<file path="src/hbw_pkg.sv">
// shared constants and carrier types for the blanking h-clock width block
package hbw_pkg;

  // ----------------------------------------------------------------
  // register map
  // ----------------------------------------------------------------
  localparam logic [7:0] WIDTH_REG_ADDR  = 8'h35;
  localparam int         WIDTH_LSB       = 4;
  localparam int         WIDTH_MSB       = 6;
  localparam logic [2:0] WIDTH_RESET     = 3'h0;
  localparam logic [7:0] READ_ZERO       = 8'h00;

  // ----------------------------------------------------------------
  // counter widths and reset values
  // ----------------------------------------------------------------
  localparam int         PIX_W           = 13;
  localparam int         LINE_W          = 12;
  localparam int         CODE_W          = 3;
  localparam logic [2:0] DIV_COUNT_RESET = 3'h0;
  localparam logic [2:0] CODE_FULL_RATE  = 3'h0;
  localparam logic [12:0] LINE_START_PIX = 13'h0000;

  // ----------------------------------------------------------------
  // carriers
  // ----------------------------------------------------------------
  typedef struct packed {
    logic             wr;
    logic             rd;
    logic [7:0]       addr;
    logic [7:0]       wdata;
  } hbw_reg_req_t;

  // timing of the vertical sequence that is active right now
  typedef struct packed {
    logic [PIX_W-1:0] blank_tog1;
    logic [PIX_W-1:0] blank_tog2;
    logic             blank_polarity;
    logic             clamp_pol;
    logic [PIX_W-1:0] clamp_tog1;
    logic [PIX_W-1:0] clamp_tog2;
    logic             preblank_pol;
    logic [PIX_W-1:0] preblank_tog1;
    logic [PIX_W-1:0] preblank_tog2;
  } hbw_seq_t;

  typedef struct packed {
    logic              enable;
    logic [LINE_W-1:0] first_line;
    logic [LINE_W-1:0] last_line;
  } hbw_clamp_mask_t;

  typedef struct packed {
    logic one;
    logic two;
    logic three;
    logic four;
  } hbw_phase_t;

  typedef enum logic [1:0] {
    HBW_ACTIVE = 2'b00,
    HBW_HOLD   = 2'b01,
    HBW_DIV    = 2'b10,
    HBW_FULL   = 2'b11
  } hbw_hmode_t;

endpackage

</file>
<file path="src/hbw_hclk_div.sv">
// programmable even divider for the widened blanking h-clock
`timescale 1ns/1ps
module hbw_hclk_div
(
  input  wire logic       clk,
  input  wire logic       srst,
  input  wire logic       restart,
  input  wire logic [2:0] ratio_code,
  output logic            div_level
);

  logic [2:0] count;
  logic [2:0] next_count;
  logic       next_level;

  // ----------------------------------------------------------------
  // half period is ratio_code pixels, so full period is 2*code
  // ----------------------------------------------------------------
  always_comb
  begin
    next_count = count;
    next_level = div_level;
    if (restart)
    begin
      // restart keeps the first wide pulse aligned to blank start
      next_count = hbw_pkg::DIV_COUNT_RESET;
      next_level = 1'b1;
    end
    else if (count + 3'h1 >= ratio_code)
    begin
      next_count = hbw_pkg::DIV_COUNT_RESET;
      next_level = ~div_level;
    end
    else
    begin
      next_count = count + 3'h1;
    end
  end

  always_ff @(posedge clk)
  begin
    if (srst)
    begin
      count     <= hbw_pkg::DIV_COUNT_RESET;
      div_level <= 1'b1;
    end
    else
    begin
      count     <= next_count;
      div_level <= next_level;
    end
  end

endmodule

</file>
<file path="src/hbw_core.sv">
// blanking h-clock width control with clamp and preblank generation
`timescale 1ns/1ps
// What this block does
// - width code held at 0x35 bits 6:4
// - codes 1..7 divide by 2..14
// - code zero keeps full pixel rate
// - reduced rate only inside blanking
// - timing taken from active vertical sequence
// - clamp suppressed inside mask line range
// - optional preblank output provided
// - polarity high: phases 1,3 high, 2,4 low
// - blanking toggles at two programmed pixels
module hbw_core
(
  input  wire logic                     clk,
  input  wire logic                     srst,
  input  wire hbw_pkg::hbw_reg_req_t    reg_req,
  output logic [7:0]                    reg_rdata,
  input  wire hbw_pkg::hbw_seq_t        seq_cfg,
  input  wire hbw_pkg::hbw_clamp_mask_t clamp_mask,
  input  wire logic [12:0]              pixel_pos,
  input  wire logic [11:0]              line_num,
  input  wire logic                     hclock_pixel_rate,
  output hbw_pkg::hbw_phase_t           hclock_phase,
  output logic                          horizontal_blanking,
  output logic                          optical_black_clamp,
  output logic                          output_preblank
);

  // ----------------------------------------------------------------
  // register port
  // ----------------------------------------------------------------
  logic [2:0] blanking_hclock_width_select;
  logic [2:0] next_width;
  logic [7:0] next_rdata;

  always_comb
  begin
    next_width = blanking_hclock_width_select;
    next_rdata = reg_rdata;
    if (reg_req.wr && reg_req.addr == hbw_pkg::WIDTH_REG_ADDR)
    begin
      next_width = reg_req.wdata[hbw_pkg::WIDTH_MSB:hbw_pkg::WIDTH_LSB];
    end
    if (reg_req.rd)
    begin
      if (reg_req.addr == hbw_pkg::WIDTH_REG_ADDR)
      begin
        next_rdata = {1'b0, blanking_hclock_width_select, 4'h0};
      end
      else
      begin
        next_rdata = hbw_pkg::READ_ZERO;
      end
    end
  end

  always_ff @(posedge clk)
  begin
    if (srst)
    begin
      blanking_hclock_width_select <= hbw_pkg::WIDTH_RESET;
      reg_rdata                    <= hbw_pkg::READ_ZERO;
    end
    else
    begin
      blanking_hclock_width_select <= next_width;
      reg_rdata                    <= next_rdata;
    end
  end

  // ----------------------------------------------------------------
  // toggle-position pulses
  // ----------------------------------------------------------------
  // each pulse restarts at line start from its start level, then flips at
  // its two toggle pixels; blanking has no start level of its own
  logic blank_state;
  logic clamp_state;
  logic preblank_state;
  logic next_blank;
  logic next_clamp;
  logic next_preblank;
  logic line_start;
  logic in_mask;

  assign line_start = (pixel_pos == hbw_pkg::LINE_START_PIX);
  assign in_mask    = clamp_mask.enable &&
                      line_num >= clamp_mask.first_line &&
                      line_num <= clamp_mask.last_line;

  always_comb
  begin
    next_blank    = line_start ? 1'b0 : blank_state;
    next_clamp    = line_start ? seq_cfg.clamp_pol : clamp_state;
    next_preblank = line_start ? seq_cfg.preblank_pol : preblank_state;
    if (pixel_pos == seq_cfg.blank_tog1 || pixel_pos == seq_cfg.blank_tog2)
    begin
      next_blank = ~next_blank;
    end
    if (pixel_pos == seq_cfg.clamp_tog1 || pixel_pos == seq_cfg.clamp_tog2)
    begin
      next_clamp = ~next_clamp;
    end
    if (pixel_pos == seq_cfg.preblank_tog1 || pixel_pos == seq_cfg.preblank_tog2)
    begin
      next_preblank = ~next_preblank;
    end
  end

  always_ff @(posedge clk)
  begin
    if (srst)
    begin
      blank_state    <= 1'b0;
      clamp_state    <= 1'b0;
      preblank_state <= 1'b0;
    end
    else
    begin
      blank_state    <= next_blank;
      clamp_state    <= next_clamp;
      preblank_state <= next_preblank;
    end
  end

  // ----------------------------------------------------------------
  // h-clock divider and phase selection
  // ----------------------------------------------------------------
  logic                div_level;
  logic                blank_rise;
  hbw_pkg::hbw_hmode_t hmode;
  logic                next_h_level;
  logic                h_level;
  logic                next_hb_out;
  logic                next_clamp_out;

  assign blank_rise = next_blank && !blank_state;

  hbw_hclk_div u_div
  (
    .clk        (clk),
    .srst       (srst),
    .restart    (blank_rise),
    .ratio_code (blanking_hclock_width_select),
    .div_level  (div_level)
  );

  always_comb
  begin
    if (!blank_state)
    begin
      hmode = hbw_pkg::HBW_ACTIVE;
    end
    else if (seq_cfg.blank_polarity)
    begin
      hmode = hbw_pkg::HBW_HOLD;
    end
    else if (blanking_hclock_width_select == hbw_pkg::CODE_FULL_RATE)
    begin
      hmode = hbw_pkg::HBW_FULL;
    end
    else
    begin
      hmode = hbw_pkg::HBW_DIV;
    end
    case (hmode)
      hbw_pkg::HBW_HOLD: next_h_level = 1'b1;
      hbw_pkg::HBW_DIV:  next_h_level = div_level;
      default:           next_h_level = hclock_pixel_rate;
    endcase
    next_hb_out    = blank_state;
    // mask only gates the pin; clamp sequence state runs on untouched
    next_clamp_out = clamp_state && !in_mask;
  end

  always_ff @(posedge clk)
  begin
    if (srst)
    begin
      h_level             <= 1'b1;
      horizontal_blanking <= 1'b0;
      optical_black_clamp <= 1'b0;
      output_preblank     <= 1'b0;
    end
    else
    begin
      h_level             <= next_h_level;
      horizontal_blanking <= next_hb_out;
      optical_black_clamp <= next_clamp_out;
      output_preblank     <= preblank_state;
    end
  end

  // phases one/three follow the level, two/four are its complement
  assign hclock_phase = '{one: h_level, two: ~h_level, three: h_level, four: ~h_level};

  // ----------------------------------------------------------------
  // checks
  // ----------------------------------------------------------------
  width_write_a : assert property (@(posedge clk) disable iff (srst)
    (reg_req.wr && reg_req.addr == hbw_pkg::WIDTH_REG_ADDR)
    |=> blanking_hclock_width_select
        == $past(reg_req.wdata[hbw_pkg::WIDTH_MSB:hbw_pkg::WIDTH_LSB]))
    else $error("width select not stored");

  width_read_a : assert property (@(posedge clk) disable iff (srst)
    (reg_req.rd && reg_req.addr != hbw_pkg::WIDTH_REG_ADDR) |=> reg_rdata == hbw_pkg::READ_ZERO)
    else $error("unmapped read not zero");

  hold_level_a : assert property (@(posedge clk) disable iff (srst)
    (blank_state && seq_cfg.blank_polarity) |=> (hclock_phase.one && !hclock_phase.two))
    else $error("blank polarity hold wrong");

  full_rate_a : assert property (@(posedge clk) disable iff (srst)
    (!blank_state) |=> h_level == $past(hclock_pixel_rate))
    else $error("active region not at pixel rate");

  code_zero_a : assert property (@(posedge clk) disable iff (srst)
    (blank_state && !seq_cfg.blank_polarity
     && blanking_hclock_width_select == hbw_pkg::CODE_FULL_RATE)
    |=> h_level == $past(hclock_pixel_rate))
    else $error("code zero not at pixel rate");

  div_restart_a : assert property (@(posedge clk) disable iff (srst)
    blank_rise |=> div_level)
    else $error("divider not restarted");

  div_half_a : assert property (@(posedge clk) disable iff (srst)
    (blanking_hclock_width_select == 3'h2 && $stable(blanking_hclock_width_select)
     && !blank_rise && $changed(div_level))
    |=> (!blank_rise && $stable(blanking_hclock_width_select)) |-> $stable(div_level))
    else $error("divide by four half period wrong");

  clamp_mask_a : assert property (@(posedge clk) disable iff (srst)
    in_mask |=> !optical_black_clamp)
    else $error("clamp not masked");

  blank_toggle_a : assert property (@(posedge clk) disable iff (srst)
    (pixel_pos == seq_cfg.blank_tog1 && pixel_pos != seq_cfg.blank_tog2 && !line_start)
    |=> blank_state != $past(blank_state))
    else $error("blanking did not toggle");

  preblank_a : assert property (@(posedge clk) disable iff (srst)
    (pixel_pos == seq_cfg.preblank_tog1 && pixel_pos != seq_cfg.preblank_tog2 && !line_start)
    |=> ##1 output_preblank != $past(output_preblank))
    else $error("preblank out of step");

  cover_div_c   : cover property (@(posedge clk) disable iff (srst)
    hmode == hbw_pkg::HBW_DIV ##1 $changed(div_level));
  cover_hold_c  : cover property (@(posedge clk) disable iff (srst) hmode == hbw_pkg::HBW_HOLD);
  cover_mask_c  : cover property (@(posedge clk) disable iff (srst) in_mask && clamp_state);
  cover_blank_c : cover property (@(posedge clk) disable iff (srst) blank_rise);

endmodule

</file>
<file path="config.mk">
export PLATFORM = sky130hd
export DESIGN_NAME = hbw_core
export DESIGN_NICKNAME = d
export VERILOG_FILES = /design/src/hbw_pkg.sv /design/src/hbw_hclk_div.sv /design/src/hbw_core.sv
export SDC_FILE = /design/constraint.sdc
export NUM_CORES = 1
export LEC_CHECK = 0
export ABC_AREA = 1
export BUFFER_PORTS_ARGS = -buffer_cell sky130_fd_sc_hd__buf_2
export CAP_MARGIN = 20
export CORE_ASPECT_RATIO = 0.5
export CORE_MARGIN = 1.5
export CORE_UTILIZATION = 46
export CTS_BUF_LIST = sky130_fd_sc_hd__clkbuf_4
export DETAILED_ROUTE_END_ITERATION = 16
export HOLD_SLACK_MARGIN = 0.02
export PLACE_DENSITY = 0.81
export SLEW_MARGIN = 20
export SYNTH_ARGS = -nofsm -noshare
export SYNTH_HDL_FRONTEND = slang
export SYNTH_SLANG_ARGS = --single-unit
export TNS_END_PERCENT = 10
</file>
<file path="constraint.sdc">
create_clock -name clk -period 2.05 [get_ports clk]
set_input_delay 0.3075 -clock clk [delete_from_list [all_inputs] [get_ports clk]]
set_output_delay 0.3075 -clock clk [all_outputs]
set_load 0.02 [all_outputs]
</file>
## Word-level counts from Yosys, hierarchy flattened

Index checks and enable logic that the tools add are counted.

- Bits in registers: 22
- Word-level logic and storage cells: 54

- $lt $le $gt $ge: 3
- Reduce and logical (&&, ||, !) cells: 14
- Bitwise operators: 5
- Add/sub/neg operators: 1
- Muxes and demuxes: 11
- Equality and inequality tests: 9

Operator list:

| kind | number |
|---|---|
| == test 13 bit | 6 |
| zero test 13 bit | 1 |
| >= comparator 12 bit | 1 |
| <= comparator 12 bit | 1 |
| == test 8 x 6 -> 1 bit, second input constant | 1 |
| two-way mux 1 bit | 7 |
| two-way mux 7 bit | 1 |
| logical AND 1 bit | 5 |
| inverter 1 bit | 5 |
| two-way mux 2 bit | 2 |
| adder 3 x 1 -> 3 bit, second input constant | 1 |
| >= comparator 3 bit | 1 |
| zero test 3 bit | 1 |
| logical OR 1 bit | 3 |
| OR reduction 3 bit | 1 |
| == test 2 x 1 -> 1 bit, second input constant | 1 |
| == test 2 bit, second input constant | 1 |
| zero test 1 bit | 2 |
| one-hot mux 1 bit (2 select lines) | 1 |
| OR reduction 2 bit | 1 |

## Depth between registers and ports, before layout

Gate-level depths: netlist of run 1.

- Word-level depth: 6
- Depth in mapped cells: 13
- Mapped depth without buffers: 12

## Modules after synthesis

A second synthesis of run 1 with hierarchy kept.

- Cell total of the unflattened synthesis: 545
- Area, all modules: 2950.3 sq um

Modules (own cells, without submodules):

| module | cells an instance | area each (sq um) | times used |
|---|---|---|---|
| hbw_core | 516 | 2722.6 | 1 |
| hbw_hclk_div | 29 | 227.7 | 1 |

## Least setup slack after synthesis of run 1

OpenSTA, ideal clock, no wires.

- Path type: reg2reg
- From: register u_div.count[0]
- To: register u_div.div_level
- Data required time: 1.925 ns
- Data arrival time: 1.543 ns
- Path slack: 0.382 ns
- Stages on the path, launching flop included: 9
- Path through: dfxtp_1 ha_1 xnor2_1 inv_1 ha_1 a21oi_1 nand3_1 xor2_1 nand3b_1

- Word-level cells in the longest chain between the ends: 2

Ends and longest elaborated chain:

| item | RTL line | text |
|---|---|---|
| start: declaration | hbw_hclk_div.sv:12 | `logic [2:0] count;` |
| start signal: assignment | hbw_hclk_div.sv:44 | `count <= hbw_pkg::DIV_COUNT_RESET;` |
| start signal: assignment | hbw_hclk_div.sv:49 | `count <= next_count;` |
| adder 3 x 1 -> 3 bit | hbw_hclk_div.sv:29 | `else if (count + 3'h1 >= ratio_code)` |
| >= comparator 3 bit | hbw_hclk_div.sv:29 |  |
| end signal: assignment | hbw_hclk_div.sv:50 | `div_level <= next_level;` |
| end: declaration | hbw_hclk_div.sv:9 | `output logic div_level` |

No other way between the ends.
A chain may end at the register's enable or synchronous reset.

## Worst setup path in the final report of run 1

Same ends and word-level chain as after synthesis.

==> results.yml, run 1 <==
route:
  detail_route.wl_per_cell_um: 10.7
  ant_nets: 0
  vias: 3230
  drt_wl_total_mm: 7.51
  drc: 0
  viasPerCell: 4.58
  drt_iter0_markers: 196
  drtPass1Iterations: 4
synth:
  ys_seq_area_share_pct: 12.3
  synthDistinctLibCells: 30
  synthCells: 485
  avgSynthCellArea_um2: 5.70
  yosysWarningCount: 0
  syn-cell-area_mm2: 0.00277
  ys_ff_latch: 17
power_and_ir_drop:
  p_clk_share_pct: 16.7
  swShare_pct: 37.5
  cellPowerDensity_mw_per_mm2: 294
  leakage_nw: 2.13
  power.internal_uw: 652
  finalPower_mw: 1.04
  seqPwrFrac_pct: 32.5
  pwr-share-comb_pct: 50.9
  p_sw_uw: 391
  ir_drop_mv: 0.179
cts:
  cts_buffers: 3
  clk_pin_slew_ns: 0.10
  post_cts_buffers: 0
  ctsRootBufferMaster: "clkbuf_4"
  cts_max_path_buffers: 2
  cts_tree: "yes"
  hold_buffers: 0
  clk_latency_ns: 0.28
  clock_sinks: 17
  cts_resized: 0
  cts_max_level: 1
job:
  cap_viol_max_count: 0
global_routing:
  antenna_found_initial: 0
  grt_pass1_wl_mm: 12.5
  use_met2_pct: 42.8
  grt_pass1_vias: 2932
  met3_usage_pct: 2.62
  grt.busiest_layer: "met2"
  grt_util_met1_pct: 30.5
  grt_util_all_layers_pct: 23.3
  grt_overflow_total: 0
  grt_max_degree: 12
final_layout:
  drive_gt1_share_pct: 28.8
  multiInputGateArea_mm2: 0.00199
  area_delta_synth_final_pct: 28.5
  layout_commonest_cell: "buf_2"
  fin_util_pct: 63.1
  regArea_um2: 340
  final_cell_count_no_fill: 705
  antennaDiodeCount: 0
  layout_common_cells: "156 x buf_2, 153 x nand2_1, 79 x inv_1"
  fin_nets: 815
  fill_cells: 614
timing:
  fin_skew_ns: 0.000391
  min_period_over_period_pct: 86.7
  hold_viol: 0
  slew_headroom_pct: 61.1
  tightest_slew_ns: 0.579
  fin_setup_tns_ns: 0
  clock.fmax_mhz: 562
  setup_violations: 0
  period_needed_ns: 1.78
  slew_viol_final: 0
  rsz0062_at_grt: "false"
worst_setup_path:
  start_kind: "register"
  arrival_ns: 1.95
  critical_path.max_fanout: 3
  critPathCaptureType: "register"
  critPathRequiredTime_ns: 2.22
  crit_type: "register to register"
placed_design:
  hpwl_mm: 6.62
  gp_congestion: 0.873
  port-buffer-count: 156
  placedCellCount: 701
die:
  pin_count: 167
  die_w_um: 113
  core_area_mm2: 0.00563
  num_rows: 19
  initial_core_util_pct: 49.1
  die_area_mm2: 0.00652
  die_y_um: 57.8
worst_hold_path:
  hold_class: "input port to register"
outcome:
  status: "complete, no violations"
[power groups by stage]
| stage | sequential, mW | combinational [mW] | clock (mW) |
|---|---|---|---|
| after global placement | 0.346 | 0.519 | 0 |
| after floorplan | 0.350 | 0.316 | 0 |
| after CTS | 0.339 | 0.531 | 0.182 |
| after global routing | 0.339 | 0.604 | 0.198 |
| after detailed placement | 0.346 | 0.528 | 0 |
| final | 0.339 | 0.531 | 0.174 |
[registers in the layout, summed over array words and instances (netlist names)]
name	cells
u_div.count	3
clamp_state	1
optical_black_clamp	1
h_level	1
u_div.div_level	1
horizontal_blanking	1
blanking_hclock_width_select	3
preblank_state	1
blank_state	1
reg_rdata	3
output_preblank	1
[final cells by class]
| cell class | instances | share of cell area (%) |
|---|---|---|
| timing repair buffer | 156 | 22.0 |
| tap | 73 | 2.57 |
| inverter | 87 | 9.19 |
| clock inverter | 1 | 0.141 |
| clock buffer | 3 | 0.634 |
| multi-input combinational | 368 | 55.9 |
| sequential | 17 | 9.57 |
[through the flow]
| stage | setup slack, ns | cell area, µm² | hold slack (ns) |
|---|---|---|---|
| final | 0.272 | 3550 | 0.234 |
| after global routing | 0.106 | 3550 | 0.251 |
| after CTS | 0.276 | 3550 | 0.227 |
| after detailed placement | 0.290 | 3530 | 0.442 |
| after global placement | 0.304 | 3530 | 0.437 |
| after floorplan | 0.382 | 2780 | 0.377 |
[cell usage after synthesis, drive strengths merged]
cell	count	share of area, %
nand2	155	21
inv	87	12
nor2	55	7.9
ha	30	14
o21ai	25	4.5
a21oi	22	4.0
nand3	20	4.3
xnor2	20	6.3
buf	17	4.6
dfxtp	17	12
xor2	10	3.2
nand4	9	2.0
or2	5	1.1
nand3b	4	1.1
nor3	3	0.54
and2	1	0.23
conb	1	0.14
nor4	1	0.45
o211ai	1	0.27
o21a	1	0.27
o22ai	1	0.23
[final timing paths]
kind	from	to	depth (start not counted)	slack, ns
max	u_div.count[0]$_SDFF_PP0_	u_div.div_level$_SDFFE_PP1P_	8	0.27
min	hclock_pixel_rate	h_level$_SDFF_PP1_	3	0.23
max reg2reg	u_div.count[0]$_SDFF_PP0_	u_div.div_level$_SDFFE_PP1P_	8	0.27
min reg2reg	u_div.count[0]$_SDFF_PP0_	u_div.count[0]$_SDFF_PP0_	1	0.46
[kinds of logic after synthesis]
group	count (synthesis)	synth area share, %
DFF	17	12.3
and+or+nand+nor	253	38.9
AOI/OAI and AO/OA	50	9.27
buffers and inverters	104	16.4
adders and majority gates	30	13.6
other	1	0.136
xor gates and xnor gates	30	9.50
[layer usage]
metal  share of wire, %  routed length, µm
met5                  0                  0
met4               0.64                 48
met3                5.8                436
met1                 48               3590
met2                 46               3440
[worst max-delay path: stages, from the launching register on]
cell      delay (ns)
dfxtp_1         0.34
ha_1            0.20
xnor2_1         0.19
inv_1           0.07
ha_1            0.31
a21oi_1         0.15
nand3_1         0.11
xor2_1          0.15
nand3b_1        0.14
(Power assumes the default switching activity.)
==> run 2: changes to the inputs <==
--- a/config.mk
+++ b/config.mk
@@ -5,12 +5,12 @@
 export SDC_FILE = /design/constraint.sdc
 export NUM_CORES = 1
 export LEC_CHECK = 0
-export ABC_AREA = 1
+export ABC_AREA = 0
 export BUFFER_PORTS_ARGS = -buffer_cell sky130_fd_sc_hd__buf_2
 export CAP_MARGIN = 20
 export CORE_ASPECT_RATIO = 0.5
 export CORE_MARGIN = 1.5
-export CORE_UTILIZATION = 46
+export CORE_UTILIZATION = 44
 export CTS_BUF_LIST = sky130_fd_sc_hd__clkbuf_4
 export DETAILED_ROUTE_END_ITERATION = 16
 export HOLD_SLACK_MARGIN = 0.02
==> run 2 against run 1 <==
  * First-iteration DRC count shrank 70%
  * Via count shrank 24%
  * Critical path depth shrank 2
  * Core utilization shrank 1.2 points
  * Power shrank 5.4%
  * Largest power group unchanged
  * Largest cell class unchanged
==> results.yml, run 2 <==
timing:
  min_period_over_period_pct: 92.0
  hold_viol: 0
  period_needed_ns: 1.89
  slew_viol_final: 0
  rsz0062_at_grt: "false"
  clock.fmax_mhz: 530
  setup_violations: 0
  fin_setup_tns_ns: 0
  fin_skew_ns: 0.0140
route:
  viasPerCell: 4.82
  drt_iter0_markers: 59
  ant_nets: 0
  drt_wl_total_mm: 6.29
  detail_route.wl_per_cell_um: 12.3
  vias: 2468
  drc: 0
  drtPass1Iterations: 4
synth:
  ys_seq_area_share_pct: 14.0
  synth_top_area_share_pct: 15.4
  async_flop_share_pct: 0
  avgSynthCellArea_um2: 8.18
  syn-cell-area_mm2: 0.00244
  synthDistinctLibCells: 35
  synth-edff-count: 0
  ys_ff_latch: 17
  yosysWarningCount: 0
  dominantRegCellSynth: "dfxtp_1"
  yosys.cell_count.top_type: "xnor2_1"
  yosys.area.top_type: "ha_1"
  synth_area_leaders: "ha_1 15%, xnor2_1 15%, xor2_1 14%"
  synthCells: 298
  synth_common_cells: "41 x xnor2_1, 39 x xor2_1, 31 x inv_1, 30 x ha_1, 17 x dfxtp_1"
cts:
  cts_buffers: 3
  cts_max_level: 1
  hold_buffers: 0
  post_cts_buffers: 0
  clk_pin_slew_ns: 0.11
  clk_latency_ns: 0.30
  cts_resized: 0
  clock_sinks: 17
  cts_max_path_buffers: 2
  cts_tree: "yes"
  ctsRootBufferMaster: "clkbuf_4"
placed_design:
  hpwl_mm: 5.46
  placed_cell_area_mm2: 0.00315
  gp_congestion: 0.836
  port-buffer-count: 156
power_and_ir_drop:
  leakage_nw: 1.68
  cellPowerDensity_mw_per_mm2: 310
  ir_drop_mv: 0.147
  finalPower_uw: 987
die:
  initial_core_util_pct: 47.5
  die_area_mm2: 0.00602
  die_w_um: 108
  pin_count: 167
  core_area_mm2: 0.00513
  die_y_um: 55.6
  num_rows: 18
outcome:
  status: "complete, no violations"
final_layout:
  drive_gt1_share_pct: 37.8
  reg_top3: "blanking_hclock_width_select: 3 flops, reg_rdata: 3 flops, u_div.count: 3 flops"
  multiInputGateArea_mm2: 0.00181
  fin_nets: 625
  layout_common_cells: "156 x buf_2, 41 x xnor2_1, 39 x xor2_1"
  fin_area_mm2: 0.00318
  area_delta_synth_final_pct: 30.4
  regArea_um2: 340
  antennaDiodeCount: 0
  layout_commonest_cell: "buf_2"
  fill_cells: 475
global_routing:
  antenna_found_initial: 0
  grt_util_all_layers_pct: 20.7
  grt_max_degree: 17
  grt_overflow_total: 0
  grt_pass1_wl_mm: 10.0
  grt_pass1_vias: 2353
worst_setup_path:
  crit_type: "register to register"
  crit_end: "u_div.div_level$_SDFFE_PP1P_"
  worstSetupStartpoint: "u_div.count[0]$_SDFF_PP0_"
  critPathCaptureType: "register"
  rr_startpoint: "u_div.count[0]$_SDFF_PP0_"
  arrival_ns: 2.08
  r2r_slack_ns: 0.16
  start_kind: "register"
  worst-r2r-cell-count: 6
  critPathRequiredTime_ns: 2.25
  r2r_end: "u_div.div_level$_SDFFE_PP1P_"
  critical_path.max_fanout: 3
job:
  cap_viol_max_count: 0
worst_hold_path:
  hold_class: "input port to register"
[run 2: cell families (layout without fill, tap and decap cells)]
logic type / Yosys count / in the layout / synth area share, %
buffers and inverters: 53 / 193 / 12.4
other: 1 / 5 / 0.154
XOR/XNOR: 80 / 80 / 28.7
multiplexers: 5 / 5 / 2.05
AO/OA/AOI/OAI: 32 / 32 / 8.31
flip-flops: 17 / 17 / 14.0
AND/OR/NAND/NOR: 80 / 80 / 19.0
adder cells (fa/ha/maj): 30 / 30 / 15.4
[run 2: worst min path at each step]
stage	depth (start not counted)	start	slack [ns]	endpoint
floorplan	1	srst	0.38	output_preblank$_SDFF_PP0_
global placement	1	u_div.count[0]$_SDFF_PP0_	0.45	u_div.count[0]$_SDFF_PP0_
detailed placement	1	preblank_state$_SDFF_PP0_	0.46	output_preblank$_SDFF_PP0_
CTS	3	reg_req[5]	0.23	blanking_hclock_width_select[1]$_SDFFE_PP0P_
global route	3	reg_req[4]	0.24	blanking_hclock_width_select[0]$_SDFFE_PP0P_
finish	3	reg_req[5]	0.23	blanking_hclock_width_select[1]$_SDFFE_PP0P_
[run 2: worst max-delay path, cell delays in order, from the launching register on]
cell     delay, ns
dfxtp_1       0.35
ha_1          0.32
ha_1          0.28
a21o_1        0.17
a21oi_1       0.25
xnor2_1       0.10
or3_1         0.32
[run 2: metrics by stage]
step / std cells / setup slack, ns / hold slack, ns / util [%]
2_1_floorplan: 302 / 0.301 / 0.379 / -
3_3_place_gp: 508 / 0.220 / 0.448 / 61.4
3_5_place_dp: 508 / 0.193 / 0.456 / 61.4
4_1_cts: 512 / 0.166 / 0.231 / 61.9
5_1_grt: 512 / 0.0658 / 0.241 / 61.9
6_report: 512 / 0.164 / 0.231 / 61.9
[run 2: power by group]
part / switching, mW / leakage [nW] / internal (mW)
clock: 0.115 / 0.0139 / 0.0745
sequential: 0.00187 / 0.138 / 0.333
combinational: 0.224 / 1.53 / 0.240
total: 0.340 / 1.68 / 0.647
[run 2: per-layer routing]
metal	part of all wire [%]	routed length (µm)	global-route usage, %	vias up
met5	0	0	0	-
met4	1.4	91	4.51	0
met3	5.5	349	2.93	10
met2	50	3120	39.9	84
met1	43	2740	24.3	1087
li1	-	-	-	1287
[run 2: layout make-up]
type                    instances  share of cell area (%)
clock buffers                   3                   0.708
clock inverters                 1                   0.236
inverters                      31                    3.66
multi-input cells             232                    56.9
flip-flops and latches         17                    10.7
well taps                      70                    2.75
repair buffers                158                    25.0
